--- src/rtlr_consts.svh ---
// Register offsets, reset values, field positions and fixed values of the remote channel
`ifndef RTLR_CONSTS_SVH
`define RTLR_CONSTS_SVH
`define RTLR_A_TEMP_INT   8'h01
`define RTLR_A_HIGH_INT   8'h07
`define RTLR_A_LOW_INT    8'h08
`define RTLR_A_TEMP_FRAC  8'h10
`define RTLR_A_OFF_INT    8'h11
`define RTLR_A_OFF_FRAC   8'h12
`define RTLR_A_HIGH_FRAC  8'h13
`define RTLR_A_LOW_FRAC   8'h14
`define RTLR_A_CRIT       8'h19
`define RTLR_A_HYST       8'h21
`define RTLR_A_CFG        8'hBF
`define RTLR_RST_HIGH_INT 8'h46
`define RTLR_RST_ZERO     8'h00
`define RTLR_RST_CRIT     8'h55
`define RTLR_RST_HYST     8'h0A
`define RTLR_RST_TEMP     11'h000
`define RTLR_CFG_MODE_BIT 0
`define RTLR_CFG_FILT_LO  1
`define RTLR_CFG_FILT_HI  2
`define RTLR_FRAC_HI      7
`define RTLR_FRAC_LO      5
`define RTLR_REPORT_NEG   11'h780
`define RTLR_TEMP_MAX     11'h3FF
`define RTLR_TEMP_MIN     11'h400
`define RTLR_FILT_MIN_SH  1
`define RTLR_FILT_MAX_SH  3
`endif

--- src/rtlr_pkg.sv ---
// Shared types and saturating arithmetic of the remote temperature channel
`include "rtlr_consts.svh"
package rtlr_pkg;
  typedef logic signed [10:0] rtlr_temp_t;
  typedef enum logic [1:0] {
    RTLR_FILT_OFF   = 2'h0,
    RTLR_FILT_MIN_A = 2'h1,
    RTLR_FILT_MIN_B = 2'h2,
    RTLR_FILT_MAX   = 2'h3
  } rtlr_filt_t;
  typedef enum logic {RTLR_AL_IDLE, RTLR_AL_HELD} rtlr_alert_st_t;

  // Saturating add, so an offset never wraps a hot reading to a cold one
  function automatic rtlr_temp_t rtlr_sat_add(input rtlr_temp_t a, input rtlr_temp_t b);
    logic signed [11:0] s;
    s = {a[10], a} + {b[10], b};
    if (s[11] != s[10]) begin
      return s[11] ? rtlr_temp_t'(`RTLR_TEMP_MIN) : rtlr_temp_t'(`RTLR_TEMP_MAX);
    end
    return s[10:0];
  endfunction : rtlr_sat_add
endpackage : rtlr_pkg

--- src/rtlr_filter.sv ---
// Reading filter: pass-through, light or heavy exponential smoothing
`timescale 1ns/100ps
module rtlr_filter
  import rtlr_pkg::*;
(
  input  wire logic       sys_clk,      // System clock
  input  wire logic       reset,        // Synchronous reset
  input  wire logic       ce,           // Clock enable
  input  wire logic       sample_valid, // New converter sample
  input  wire rtlr_temp_t sample,       // Converter sample
  input  wire rtlr_filt_t mode,         // Filter selection
  output logic            out_valid,    // Filtered value ready
  output rtlr_temp_t      out_temp      // Filtered value
);
  logic signed [13:0] acc, next_acc;
  logic               primed, next_primed;
  logic               next_valid;
  logic signed [14:0] diff;

  // Three extra fraction bits keep heavy smoothing from stalling short of the input
  always_comb begin
    next_acc    = acc;
    next_primed = primed;
    next_valid  = 1'b0;
    diff        = {sample[10], sample, 3'h0} - {acc[13], acc};
    if (sample_valid) begin
      next_valid  = 1'b1;
      next_primed = 1'b1;
      unique case (mode)
        RTLR_FILT_OFF:                   next_acc = {sample, 3'h0};
        RTLR_FILT_MIN_A, RTLR_FILT_MIN_B: next_acc = acc + 14'(diff >>> `RTLR_FILT_MIN_SH);
        RTLR_FILT_MAX:                   next_acc = acc + 14'(diff >>> `RTLR_FILT_MAX_SH);
      endcase
      if (!primed) begin
        next_acc = {sample, 3'h0};
      end
    end
  end

  always_ff @(posedge sys_clk) begin
    if (reset) begin
      acc       <= 14'h0000;
      primed    <= 1'b0;
      out_valid <= 1'b0;
    end else if (ce) begin
      acc       <= next_acc;
      primed    <= next_primed;
      out_valid <= next_valid;
    end
  end

  assign out_temp = acc[13:3];
endmodule : rtlr_filter

--- src/rtlr_alarm.sv ---
// Limit comparisons, critical hysteresis and alert pin modes
`timescale 1ns/100ps
module rtlr_alarm
  import rtlr_pkg::*;
(
  input  wire logic       sys_clk,    // System clock
  input  wire logic       reset,      // Synchronous reset
  input  wire logic       ce,         // Clock enable
  input  wire rtlr_temp_t temp,       // Stored reading
  input  wire rtlr_temp_t high_lim,   // High setpoint
  input  wire rtlr_temp_t low_lim,    // Low setpoint
  input  wire logic [7:0] crit_lim,   // Critical limit
  input  wire logic [7:0] crit_hyst,  // Critical hysteresis
  input  wire logic       comp_mode,  // 1 comparator, 0 interrupt
  input  wire logic       alert_ack,  // Alert response pulse
  output logic            high_alarm, // Above high setpoint
  output logic            low_alarm,  // Below low setpoint
  output logic            crit_alarm, // Critical, with hysteresis
  output logic            alert_oe    // Alert pin pulled low
);
  logic signed [12:0] t13, trip13, rel13;
  logic [8:0]         rel9;
  logic               next_high, next_low, next_crit, next_oe, any, any_q;
  rtlr_alert_st_t     st, next_st;

  // Limit compares; critical releases only below limit minus hysteresis
  always_comb begin
    t13       = 13'(temp);
    trip13    = {{2{crit_lim[7]}}, crit_lim, 3'h0};
    rel9      = {crit_lim[7], crit_lim} - {crit_hyst[7], crit_hyst};
    rel13     = {rel9[8], rel9, 3'h0};
    next_high = temp > high_lim;
    next_low  = temp < low_lim;
    next_crit = crit_alarm ? !(t13 < rel13) : (t13 > trip13);
    any       = high_alarm || low_alarm || crit_alarm;
    next_st   = st;
    unique case (st)
      RTLR_AL_IDLE: if (any && !any_q) next_st = RTLR_AL_HELD;
      RTLR_AL_HELD: if (alert_ack && !(any && !any_q)) next_st = RTLR_AL_IDLE;
    endcase
    next_oe = comp_mode ? any : (next_st == RTLR_AL_HELD);
  end

  always_ff @(posedge sys_clk) begin
    if (reset) begin
      high_alarm <= 1'b0;
      low_alarm  <= 1'b0;
      crit_alarm <= 1'b0;
      any_q      <= 1'b0;
      st         <= RTLR_AL_IDLE;
      alert_oe   <= 1'b0;
    end else if (ce) begin
      high_alarm <= next_high;
      low_alarm  <= next_low;
      crit_alarm <= next_crit;
      any_q      <= any;
      st         <= next_st;
      alert_oe   <= next_oe;
    end
  end
endmodule : rtlr_alarm

--- src/rtlr_regs.sv ---
// Remote temperature reading, offset, setpoint, critical and mode registers
`timescale 1ns/100ps
// Notes on behaviour
// Integer byte is signed whole degrees
// Fraction bits 7:5 eighths; 4:0 read zero
// Reading is reported 16 degrees low
// Signed offset added to each converter result
// High setpoint resets to 70.0 degrees
// Low setpoint resets to zero
// Critical limit resets to 85, always writable
// Critical holds until below limit minus hysteresis
// Filter field selects none, light, heavy
// Mode 1 makes alert a comparator
// Mode 0 latches alert until response
// Host writes zero to configuration bits 7:3
// Above high setpoint sets high alarm
// Below low setpoint sets low alarm
// Integer read captures fraction for later read
module rtlr_regs
  import rtlr_pkg::*;
(
  input  wire logic        sys_clk,    // System clock, 200 MHz
  input  wire logic        reset,      // Synchronous reset, active high
  input  wire logic        ce,         // Clock enable, freezes all state
  input  wire logic        adc_valid,  // Converter result strobe
  input  wire rtlr_temp_t  adc_temp,   // Converter result, 1/8 degree
  input  wire logic [7:0]  reg_addr,   // Register address
  input  wire logic        reg_wr,     // Register write strobe
  input  wire logic        reg_rd,     // Register read strobe
  input  wire logic [7:0]  reg_wdata,  // Write data
  input  wire logic        alert_ack,  // Alert response pulse
  output logic      [7:0]  reg_rdata,  // Read data
  output logic             reg_rvalid, // Read data valid pulse
  output logic             high_alarm, // Above high setpoint
  output logic             low_alarm,  // Below low setpoint
  output logic             crit_alarm, // Critical condition
  output logic             alert_oe    // Alert pin drive low
);
  rtlr_temp_t  temp, next_temp;
  logic [7:0]  high_int, next_high_int;
  logic [2:0]  high_frac, next_high_frac;
  logic [7:0]  low_int, next_low_int;
  logic [2:0]  low_frac, next_low_frac;
  logic [7:0]  off_int, next_off_int;
  logic [2:0]  off_frac, next_off_frac;
  logic [7:0]  crit, next_crit;
  logic [7:0]  hyst, next_hyst;
  logic [2:0]  cfg, next_cfg;
  logic [7:0]  frac_snap, next_frac_snap;
  logic [7:0]  next_rdata;
  logic        next_rvalid;
  logic        filt_valid;
  rtlr_temp_t  filt_temp;
  rtlr_temp_t  offset;
  logic [7:0]  temp_int;
  logic [7:0]  temp_frac;

  // Byte views of the stored reading
  assign offset    = {off_int, off_frac};
  assign temp_int  = temp[10:3];
  assign temp_frac = {temp[2:0], 5'h00};

  // Smoothing sits before the offset so a new offset takes effect at once
  rtlr_filter u_filter (
    .sys_clk      (sys_clk),
    .reset        (reset),
    .ce           (ce),
    .sample_valid (adc_valid),
    .sample       (adc_temp),
    .mode         (rtlr_filt_t'(cfg[`RTLR_CFG_FILT_HI:`RTLR_CFG_FILT_LO])),
    .out_valid    (filt_valid),
    .out_temp     (filt_temp)
  );

  // Limits are compared against the stored, offset-corrected reading
  rtlr_alarm u_alarm (
    .sys_clk    (sys_clk),
    .reset      (reset),
    .ce         (ce),
    .temp       (temp),
    .high_lim   ({high_int, high_frac}),
    .low_lim    ({low_int, low_frac}),
    .crit_lim   (crit),
    .crit_hyst  (hyst),
    .comp_mode  (cfg[`RTLR_CFG_MODE_BIT]),
    .alert_ack  (alert_ack),
    .high_alarm (high_alarm),
    .low_alarm  (low_alarm),
    .crit_alarm (crit_alarm),
    .alert_oe   (alert_oe)
  );

  // Reading update: filtered result plus offset, then shifted down by 16 degrees
  always_comb begin
    next_temp = temp;
    if (filt_valid) begin
      next_temp = rtlr_sat_add(rtlr_sat_add(filt_temp, offset), rtlr_temp_t'(`RTLR_REPORT_NEG));
    end
  end

  // Host writes; the reading and its fraction are read only
  always_comb begin
    next_high_int  = high_int;
    next_high_frac = high_frac;
    next_low_int   = low_int;
    next_low_frac  = low_frac;
    next_off_int   = off_int;
    next_off_frac  = off_frac;
    next_crit      = crit;
    next_hyst      = hyst;
    next_cfg       = cfg;
    if (reg_wr) begin
      case (reg_addr)
        `RTLR_A_HIGH_INT:  next_high_int  = reg_wdata;
        `RTLR_A_HIGH_FRAC: next_high_frac = reg_wdata[`RTLR_FRAC_HI:`RTLR_FRAC_LO];
        `RTLR_A_LOW_INT:   next_low_int   = reg_wdata;
        `RTLR_A_LOW_FRAC:  next_low_frac  = reg_wdata[`RTLR_FRAC_HI:`RTLR_FRAC_LO];
        `RTLR_A_OFF_INT:   next_off_int   = reg_wdata;
        `RTLR_A_OFF_FRAC:  next_off_frac  = reg_wdata[`RTLR_FRAC_HI:`RTLR_FRAC_LO];
        `RTLR_A_CRIT:      next_crit      = reg_wdata;
        `RTLR_A_HYST:      next_hyst      = reg_wdata;
        `RTLR_A_CFG:       next_cfg       = reg_wdata[2:0];
        default: ;
      endcase
    end
  end

  // Host reads; an integer read freezes the matching fraction
  always_comb begin
    next_rdata     = reg_rdata;
    next_rvalid    = 1'b0;
    next_frac_snap = frac_snap;
    if (reg_rd) begin
      next_rvalid = 1'b1;
      case (reg_addr)
        `RTLR_A_TEMP_INT: begin
          next_rdata     = temp_int;
          next_frac_snap = temp_frac;
        end
        `RTLR_A_TEMP_FRAC: next_rdata = frac_snap;
        `RTLR_A_HIGH_INT:  next_rdata = high_int;
        `RTLR_A_HIGH_FRAC: next_rdata = {high_frac, 5'h00};
        `RTLR_A_LOW_INT:   next_rdata = low_int;
        `RTLR_A_LOW_FRAC:  next_rdata = {low_frac, 5'h00};
        `RTLR_A_OFF_INT:   next_rdata = off_int;
        `RTLR_A_OFF_FRAC:  next_rdata = {off_frac, 5'h00};
        `RTLR_A_CRIT:      next_rdata = crit;
        `RTLR_A_HYST:      next_rdata = hyst;
        `RTLR_A_CFG:       next_rdata = {5'h00, cfg};
        default:           next_rdata = 8'h00;
      endcase
    end
  end

  // Register stage; frozen whenever ce is low
  always_ff @(posedge sys_clk) begin
    if (reset) begin
      temp       <= `RTLR_RST_TEMP;
      high_int   <= `RTLR_RST_HIGH_INT;
      high_frac  <= 3'h0;
      low_int    <= `RTLR_RST_ZERO;
      low_frac   <= 3'h0;
      off_int    <= `RTLR_RST_ZERO;
      off_frac   <= 3'h0;
      crit       <= `RTLR_RST_CRIT;
      hyst       <= `RTLR_RST_HYST;
      cfg        <= 3'h0;
      frac_snap  <= `RTLR_RST_ZERO;
      reg_rdata  <= 8'h00;
      reg_rvalid <= 1'b0;
    end else if (ce) begin
      temp       <= next_temp;
      high_int   <= next_high_int;
      high_frac  <= next_high_frac;
      low_int    <= next_low_int;
      low_frac   <= next_low_frac;
      off_int    <= next_off_int;
      off_frac   <= next_off_frac;
      crit       <= next_crit;
      hyst       <= next_hyst;
      cfg        <= next_cfg;
      frac_snap  <= next_frac_snap;
      reg_rdata  <= next_rdata;
      reg_rvalid <= next_rvalid;
    end
  end

  // Independent model of the stored reading, for checking only: clipped after the offset, again after the shift
  logic signed [12:0] exp_sum;
  rtlr_temp_t         exp_temp;
  always_comb begin
    exp_sum = 13'(filt_temp) + 13'(offset);
    if (exp_sum > 13'sd1023) begin
      exp_sum = 13'sd1023;
    end else if (exp_sum < -13'sd1024) begin
      exp_sum = -13'sd1024;
    end
    exp_sum = exp_sum - 13'sd128;
    if (exp_sum < -13'sd1024) begin
      exp_temp = rtlr_temp_t'(`RTLR_TEMP_MIN);
    end else begin
      exp_temp = exp_sum[10:0];
    end
  end
endmodule : rtlr_regs

--- config.mk ---
export PLATFORM = sky130hd
export DESIGN_NAME = rtlr_regs
export DESIGN_NICKNAME = d
export VERILOG_FILES = /design/src/rtlr_pkg.sv /design/src/rtlr_filter.sv /design/src/rtlr_alarm.sv /design/src/rtlr_regs.sv
export VERILOG_INCLUDE_DIRS = /design/src
export SDC_FILE = /design/constraint.sdc
export NUM_CORES = 1
export LEC_CHECK = 0
export BUFFER_PORTS_ARGS = -buffer_cell sky130_fd_sc_hd__clkbuf_2
export CAP_MARGIN = 40
export CORE_MARGIN = 5
export CORE_UTILIZATION = 50
export DETAILED_ROUTE_END_ITERATION = 7
export PLACE_DENSITY = 0.71
export SYNTH_ARGS = -nofsm -noshare
export SYNTH_HDL_FRONTEND = slang
export SYNTH_SLANG_ARGS = --single-unit
--- constraint.sdc ---
create_clock -name sys_clk -period 5.1 [get_ports sys_clk]
set_clock_uncertainty 0.1 [all_clocks]
set_input_delay 0.255 -clock sys_clk [delete_from_list [all_inputs] [get_ports sys_clk]]
set_output_delay 0.255 -clock sys_clk [all_outputs]
set_load 0.1 [all_outputs]
# After elaboration in Yosys (flattened, before gate mapping)
# Cells that the tools add are included.
totals:
  ff_bits: 97
  out_inout_bits: 13
  word_cells: 92
  in_bits: 34
op_classes:
  bitwise_logic: 1
  n_reduce_logical: 22
  eq_ne: 16
  n_lt_le_gt_ge: 4
  addsub: 6
  mux: 21
op_table:
  columns: ["cell", "n"]
  rows:
  - ["8-bit one-hot mux with 11 select lines", 1]
  - ["11-bit 2-to-1 mux", 7]
  - ["8-bit by 5-bit == test with 1-bit output (second input constant)", 6]
  - ["14-bit one-hot mux with 3 select lines", 1]
  - ["3-bit AND reduction", 10]
  - ["11-bit greater-than comparator", 2]
  - ["14-bit by 14-bit subtractor with 15-bit output", 1]
  - ["14-bit by 12-bit adder with 14-bit output", 1]
  - ["14-bit adder", 1]
  - ["14-bit 2-to-1 mux", 1]
  - ["11-bit by 11-bit adder with 12-bit output", 1]
  - ["11-bit by 8-bit adder with 12-bit output (second input constant)", 1]
  - ["11-bit by 12-bit less-than comparator with 1-bit output", 1]
  - ["11-bit less-than comparator", 1]
  - ["1-bit 2-to-1 mux", 10]
  - ["8-bit by 8-bit subtractor with 9-bit output", 1]
  - ["8-bit by 1-bit == test with 1-bit output (second input constant)", 1]
  - ["8-bit by 3-bit == test with 1-bit output (second input constant)", 1]
  - ["8-bit by 4-bit == test with 1-bit output (second input constant)", 1]
  - ["8-bit by 6-bit == test with 1-bit output (second input constant)", 1]
  - ["8-bit == test (second input constant)", 1]
  - ["2-bit AND reduction", 3]
  - ["2-bit == test (second input constant)", 2]
  - ["1-bit logical NOT", 3]
  - ["8 further kinds", 11]

# Depth between registers and ports, before layout
depth:
  ltp_word: 11
  mapped_depth: 19
  mapped_depth_nobuf: 19

# Cells and area by module
# A second synthesis with hierarchy kept.
unflattened:
  cells_unflattened: 969
  area_unflattened_um2: 7718.7
modules_own_cells:
  columns: ["mod", "area_per_inst_um2", "seq_area_each_um2", "n_inst", "cells_per_inst"]
  rows:
  - ["rtlr_regs", 4003.8, 1501.4, 1, 476]
  - ["rtlr_filter", 2174.6, 320.3, 1, 287]
  - ["rtlr_alarm", 1540.2, 120.1, 1, 206]

# Least setup slack after synthesis
# Ideal clock, no wire load.
synth_timing:
  path_kind: "register to register"
  from: "reg u_filter.acc[3]"
  to: "reg u_filter.acc[13]"
  path_slack_ns: 1.499
  required_ns: 4.867
  setup_ns: 0.133
  synth_period_minus_slack_ns: 3.601
  path_stages_with_launch: 20
  n_path_buf: 0
  t_arrival_ns: 3.368
  cell_sequence: "dfxtp_1 > inv_1 > ha_1 > nor4b_1 > o21ai_1 > a21oi_1 > o2111ai_1 > nand3_1 > nand2_1 > xor2_1 > o21ai_1 > ha_1 > and2_1 > a31o_2 > a41oi_1 > a211o_1 > o21ai_1 > xnor2_1 > mux2i_1 > a31oi_1"
synth_via:
  elab_chain_len: 4
  word_cells_on_any_way: 5
  classes_between: "add/sub: 3; mux: 2"
synth_rtl:
  columns: ["element", "line", "source"]
  rows:
  - ["start: declaration", "rtlr_filter.sv:15", "logic signed [13:0] acc, next_acc;"]
  - ["start signal: assignment", "rtlr_filter.sv:46", "acc <= next_acc;"]
  - ["14-bit by 14-bit subtractor with 15-bit output", "rtlr_filter.sv:25", "diff = {sample[10], sample, 3'h0} - {acc[13], acc};"]
  - ["14-bit by 12-bit adder with 14-bit output or 14-bit adder (tied branches)", "rtlr_filter.sv:32, rtlr_filter.sv:31", null]
  - ["14-bit one-hot mux with 3 select lines *", "rtlr_filter.sv:29", "unique case (mode)"]
  - ["14-bit 2-to-1 mux *", "rtlr_filter.sv:34", "if (!primed) begin"]
# Every way passes the cells marked *; elsewhere a longest branch is shown, timed or not.
# A chain may end at the register's enable or synchronous reset.

# Worst setup path after layout
# Ends and elaborated chain as after synthesis.

==> metrics.csv <==
stage,metric,value,unit
cells_and_area,nNetsFinal,1094,
clock_network,cts-root-buf,clkbuf_16,
setup_path,critical_path.reg2reg.startpoint,u_filter.acc[3]$_SDFFE_PP0P_,
clock_network,buffer_levels_on_the_longest_clock_path,2,
clock_network,clkLatencyLatePin,360,ps
clock_network,holdBufCountCts,0,
floorplan,die-area,17300,um2
clock_network,cts.repair_timing.setup_buffer_count,0,
logic_synthesis,most_used_flip_flop_cell_after_synthesis,dfxtp_1,
setup_path,r2r_slack,980,ps
floorplan,io-pin-count,47,
logic_synthesis,synth.avg_cell_area,7.70,um2
sta,period_needed,4120,ps
sta,max_clock_freq,243,MHz
clock_network,post_cts_resized,0,
detailed_routing,via_per_inst,6.01,
setup_path,critical_path.endpoint_type,flop,
floorplan,initial_core_util,0.510,
sta,finalCritPeriodShare,0.808,
detailed_routing,route.detailed.wl_per_inst,17.9,um
outcome,status,completed,
setup_path,worst_ep_required_time,5210,ps
min_path,worstHoldPathCells,3,
clock_network,clock-sinks,97,
global_routing,number_of_global_route_vias_before_repair,6328,
logic_synthesis,postSynthRegisterBits,97,
detailed_routing,ant_nets,0,
global_routing,wire_length_of_the_first_global_routing_pass,33500,um
power_and_ir_drop,p_total,0.00200,W
floorplan,num_rows,44,
logic_synthesis,cell_area_after_synthesis,7380,um2
logic_synthesis,yosysWarningCount,0,
cells_and_area,syn_to_final_growth,8.97,%
sta,timing_hold_violations_final,0,
setup_path,crit-reg2reg-capture,u_filter.acc[13]$_SDFFE_PP0P_,
global_routing,grt_antenna_before_repair,0,
cells_and_area,final_cell_count_no_fill,1163,
logic_synthesis,sequential_element_share_of_the_synthesized_area,0.263,
cells_and_area,drive_gt1_frac,0.0909,
floorplan,die_w,131,um
logic_synthesis,synth_async_sr_flop_share,0,
detailed_routing,drtPass1Iterations,5,
min_path,min-delay-path-class,primary input to flop,
cells_and_area,diodes,0,
clock_network,tritoncts_clock_tree,done,
clock_network,maximum_level_of_the_cts_h_tree,3,
logic_synthesis,synth_nets,1079,
sta,setup_viol_count_final,0,
sta,worstMarginPinSlew,904,ps
setup_path,timing.critical_path.fanout_max,5,
detailed_routing,first_drt_iteration_drcs,600,
setup_path,path_class,flop to flop,
placed_design,dpl.cell_count,1147,
logic_synthesis,synthDistinctLibCells,67,
floorplan,core_region_area,14500,um2
detailed_routing,via_count,6993,
logic_synthesis,number_of_instances_in_the_synthesized_netlist,959,
clock_network,clock_pin_slew_of_the_registers_on_the_worst_case_setup_and_hold_paths,70,ps
min_path,holdCritStartpoint,adc_temp[10],
cells_and_area,commonest_non_fill_non_tap_cells_in_the_layout,"121 x nand2_1, 97 x dfxtp_1, 91 x a21oi_1",
logic_synthesis,synth-edff-count,0,
setup_path,start_kind,flop,
sta,rsz0062_at_grt,no,
placed_design,final_wtd_congestion,0.900,
sta,timing.setup.tns,0,ps
min_path,holdPathEnd,u_filter.acc[13]$_SDFFE_PP0P_,
power_and_ir_drop,power_dens_cells,249,nW/um2
global_routing,groute.usage.overall,0.235,
cells_and_area,final_common_cell,nand2_1,
floorplan,die_h,131,um
sta,maxSlewViolCount,0,
setup_path,cp.arrival,4230,ps
placed_design,numPortBuffers,46,
clock_network,cts_buffer_count,9,
setup_path,r2r_cells,19,
global_routing,largest_net_degree_at_the_start_of_global_routing,79,
sta,worst_slew_margin,0.398,
detailed_routing,drt_wl_total,20800,um
detailed_routing,remaining_routing_drc_violations,0,
power_and_ir_drop,power.ir.vdd_worst,0.000196,V
power_and_ir_drop,power_leakage,3.23,nW
global_routing,globalRouteOverflowTotal,0,
run,max_cap_viol_count,0,
placed_design,place_hpwl,15700,um
synth_stat cells, types with 5 or more instances:
library cell  number  area, um2
a211oi_1          19        143
a21o_1            15        113
a21oi_1           91        455
a222oi_1          11        110
a22oi_1           10       75.1
a31oi_1           19        119
and2_1            11       68.8
and3_1             5       31.3
buf_2              5       25.0
clkbuf_1          40        150
dfxtp_1           97       1940
ha_1              83       1040
inv_1             74        278
mux2i_1           13        130
nand2_1          121        454
nand2b_1           8       50.1
nand3_1           37        185
nand3b_1           5       37.5
nand4_1            8       50.1
nor2_1            71        267
nor2b_1           10       62.6
nor3_1            24        120
nor4_1             5       31.3
o211ai_1          22        165
o21a_1            15        113
o21ai_0           24        120
o21ai_1           12       60.1
or2_2              6       37.5
xnor2_1           17        149
xor2_1            13        114
worst max-delay path, stage by stage (launching register included):
cell and delay, ps:
dfxtp_1 350, inv_1 80, ha_1 340, nor4b_1 260, o21ai_1 110, a21oi_1 250
o2111ai_1 180, nand3_1 170, nand2_1 100, xor2_1 150, o21ai_1 140, ha_1 300
and2_1 190, a31o_2 210, a41oi_1 240, a211o_1 210, o21ai_1 90, xnor2_1 190
mux2i_1 210, a31oi_1 100
registers in the layout, summed over array words and instances (netlist names):
name and flops:
u_filter.out_valid 1, reg_rvalid 1, u_filter.primed 1, hyst 8, reg_rdata 8, off_int 8, u_alarm.alert_oe 1, u_alarm.any_q 1
u_alarm.low_alarm 1, high_int 8, u_alarm.st 1, u_filter.acc 14, off_frac 3, low_int 8, high_frac 3, temp 11
low_frac 3, u_alarm.high_alarm 1, cfg 3, crit 8, frac_snap 3, u_alarm.crit_alarm 1
stage by stage:
step / hold slack, ps / cell area (um2) / setup slack, ps / util
CTS: 80.9 / 8040 / 992 / 0.555
global placement: 358 / 7690 / 1130 / 0.531
floorplan: 291 / 7380 / 1500 / -
finish: 87.3 / 8040 / 977 / 0.555
global route: 103 / 8040 / 623 / 0.555
detailed placement: 362 / 7710 / 1060 / 0.532
final cells by class:
type	count	area (um2)
inverters	74	278
well taps	184	230
fillers	1418	6440
flip-flops and latches	97	1940
clock buffers	10	239
repair buffers	51	275
clock inverters	6	96.3
multi-input cells	741	4980
cells by family after synthesis:
| group | share of synthesized area |
|---|---|
| xor gates and xnor gates | 0.0356 |
| muxes | 0.0207 |
| DFF | 0.263 |
| AOI/OAI and AO/OA | 0.263 |
| adders and majority gates | 0.149 |
| buffers and inverters | 0.0624 |
| and+or+nand+nor | 0.206 |
power breakdown:
part	internal (W)	switching, W	total, W
combinational	0.000171	0.000263	0.000435
clock	0.000450	0.000320	0.000770
sequential	0.000772	0.0000231	0.000795
total	0.00139	0.000606	0.00200
metal layers:
metal	up-vias	global-route usage	wire (um)
met1	3268	0.330	9650
met4	0	0.0674	435
li1	3490	-	-
met3	30	0.0443	1310
met5	-	0	0
met2	205	0.369	9370
how the worst max path moves through the flow:
stage                                            start                            end
after floorplan           u_filter.acc[3]$_SDFFE_PP0P_  u_filter.acc[13]$_SDFFE_PP0P_
after global routing      u_filter.acc[3]$_SDFFE_PP0P_  u_filter.acc[13]$_SDFFE_PP0P_
after CTS                 u_filter.acc[3]$_SDFFE_PP0P_  u_filter.acc[13]$_SDFFE_PP0P_
after global placement    u_filter.acc[3]$_SDFFE_PP0P_  u_filter.acc[13]$_SDFFE_PP0P_
after detailed placement  u_filter.acc[3]$_SDFFE_PP0P_  u_filter.acc[13]$_SDFFE_PP0P_
final                     u_filter.acc[3]$_SDFFE_PP0P_  u_filter.acc[13]$_SDFFE_PP0P_
No activity file was read; power rests on OpenSTA's default activity.
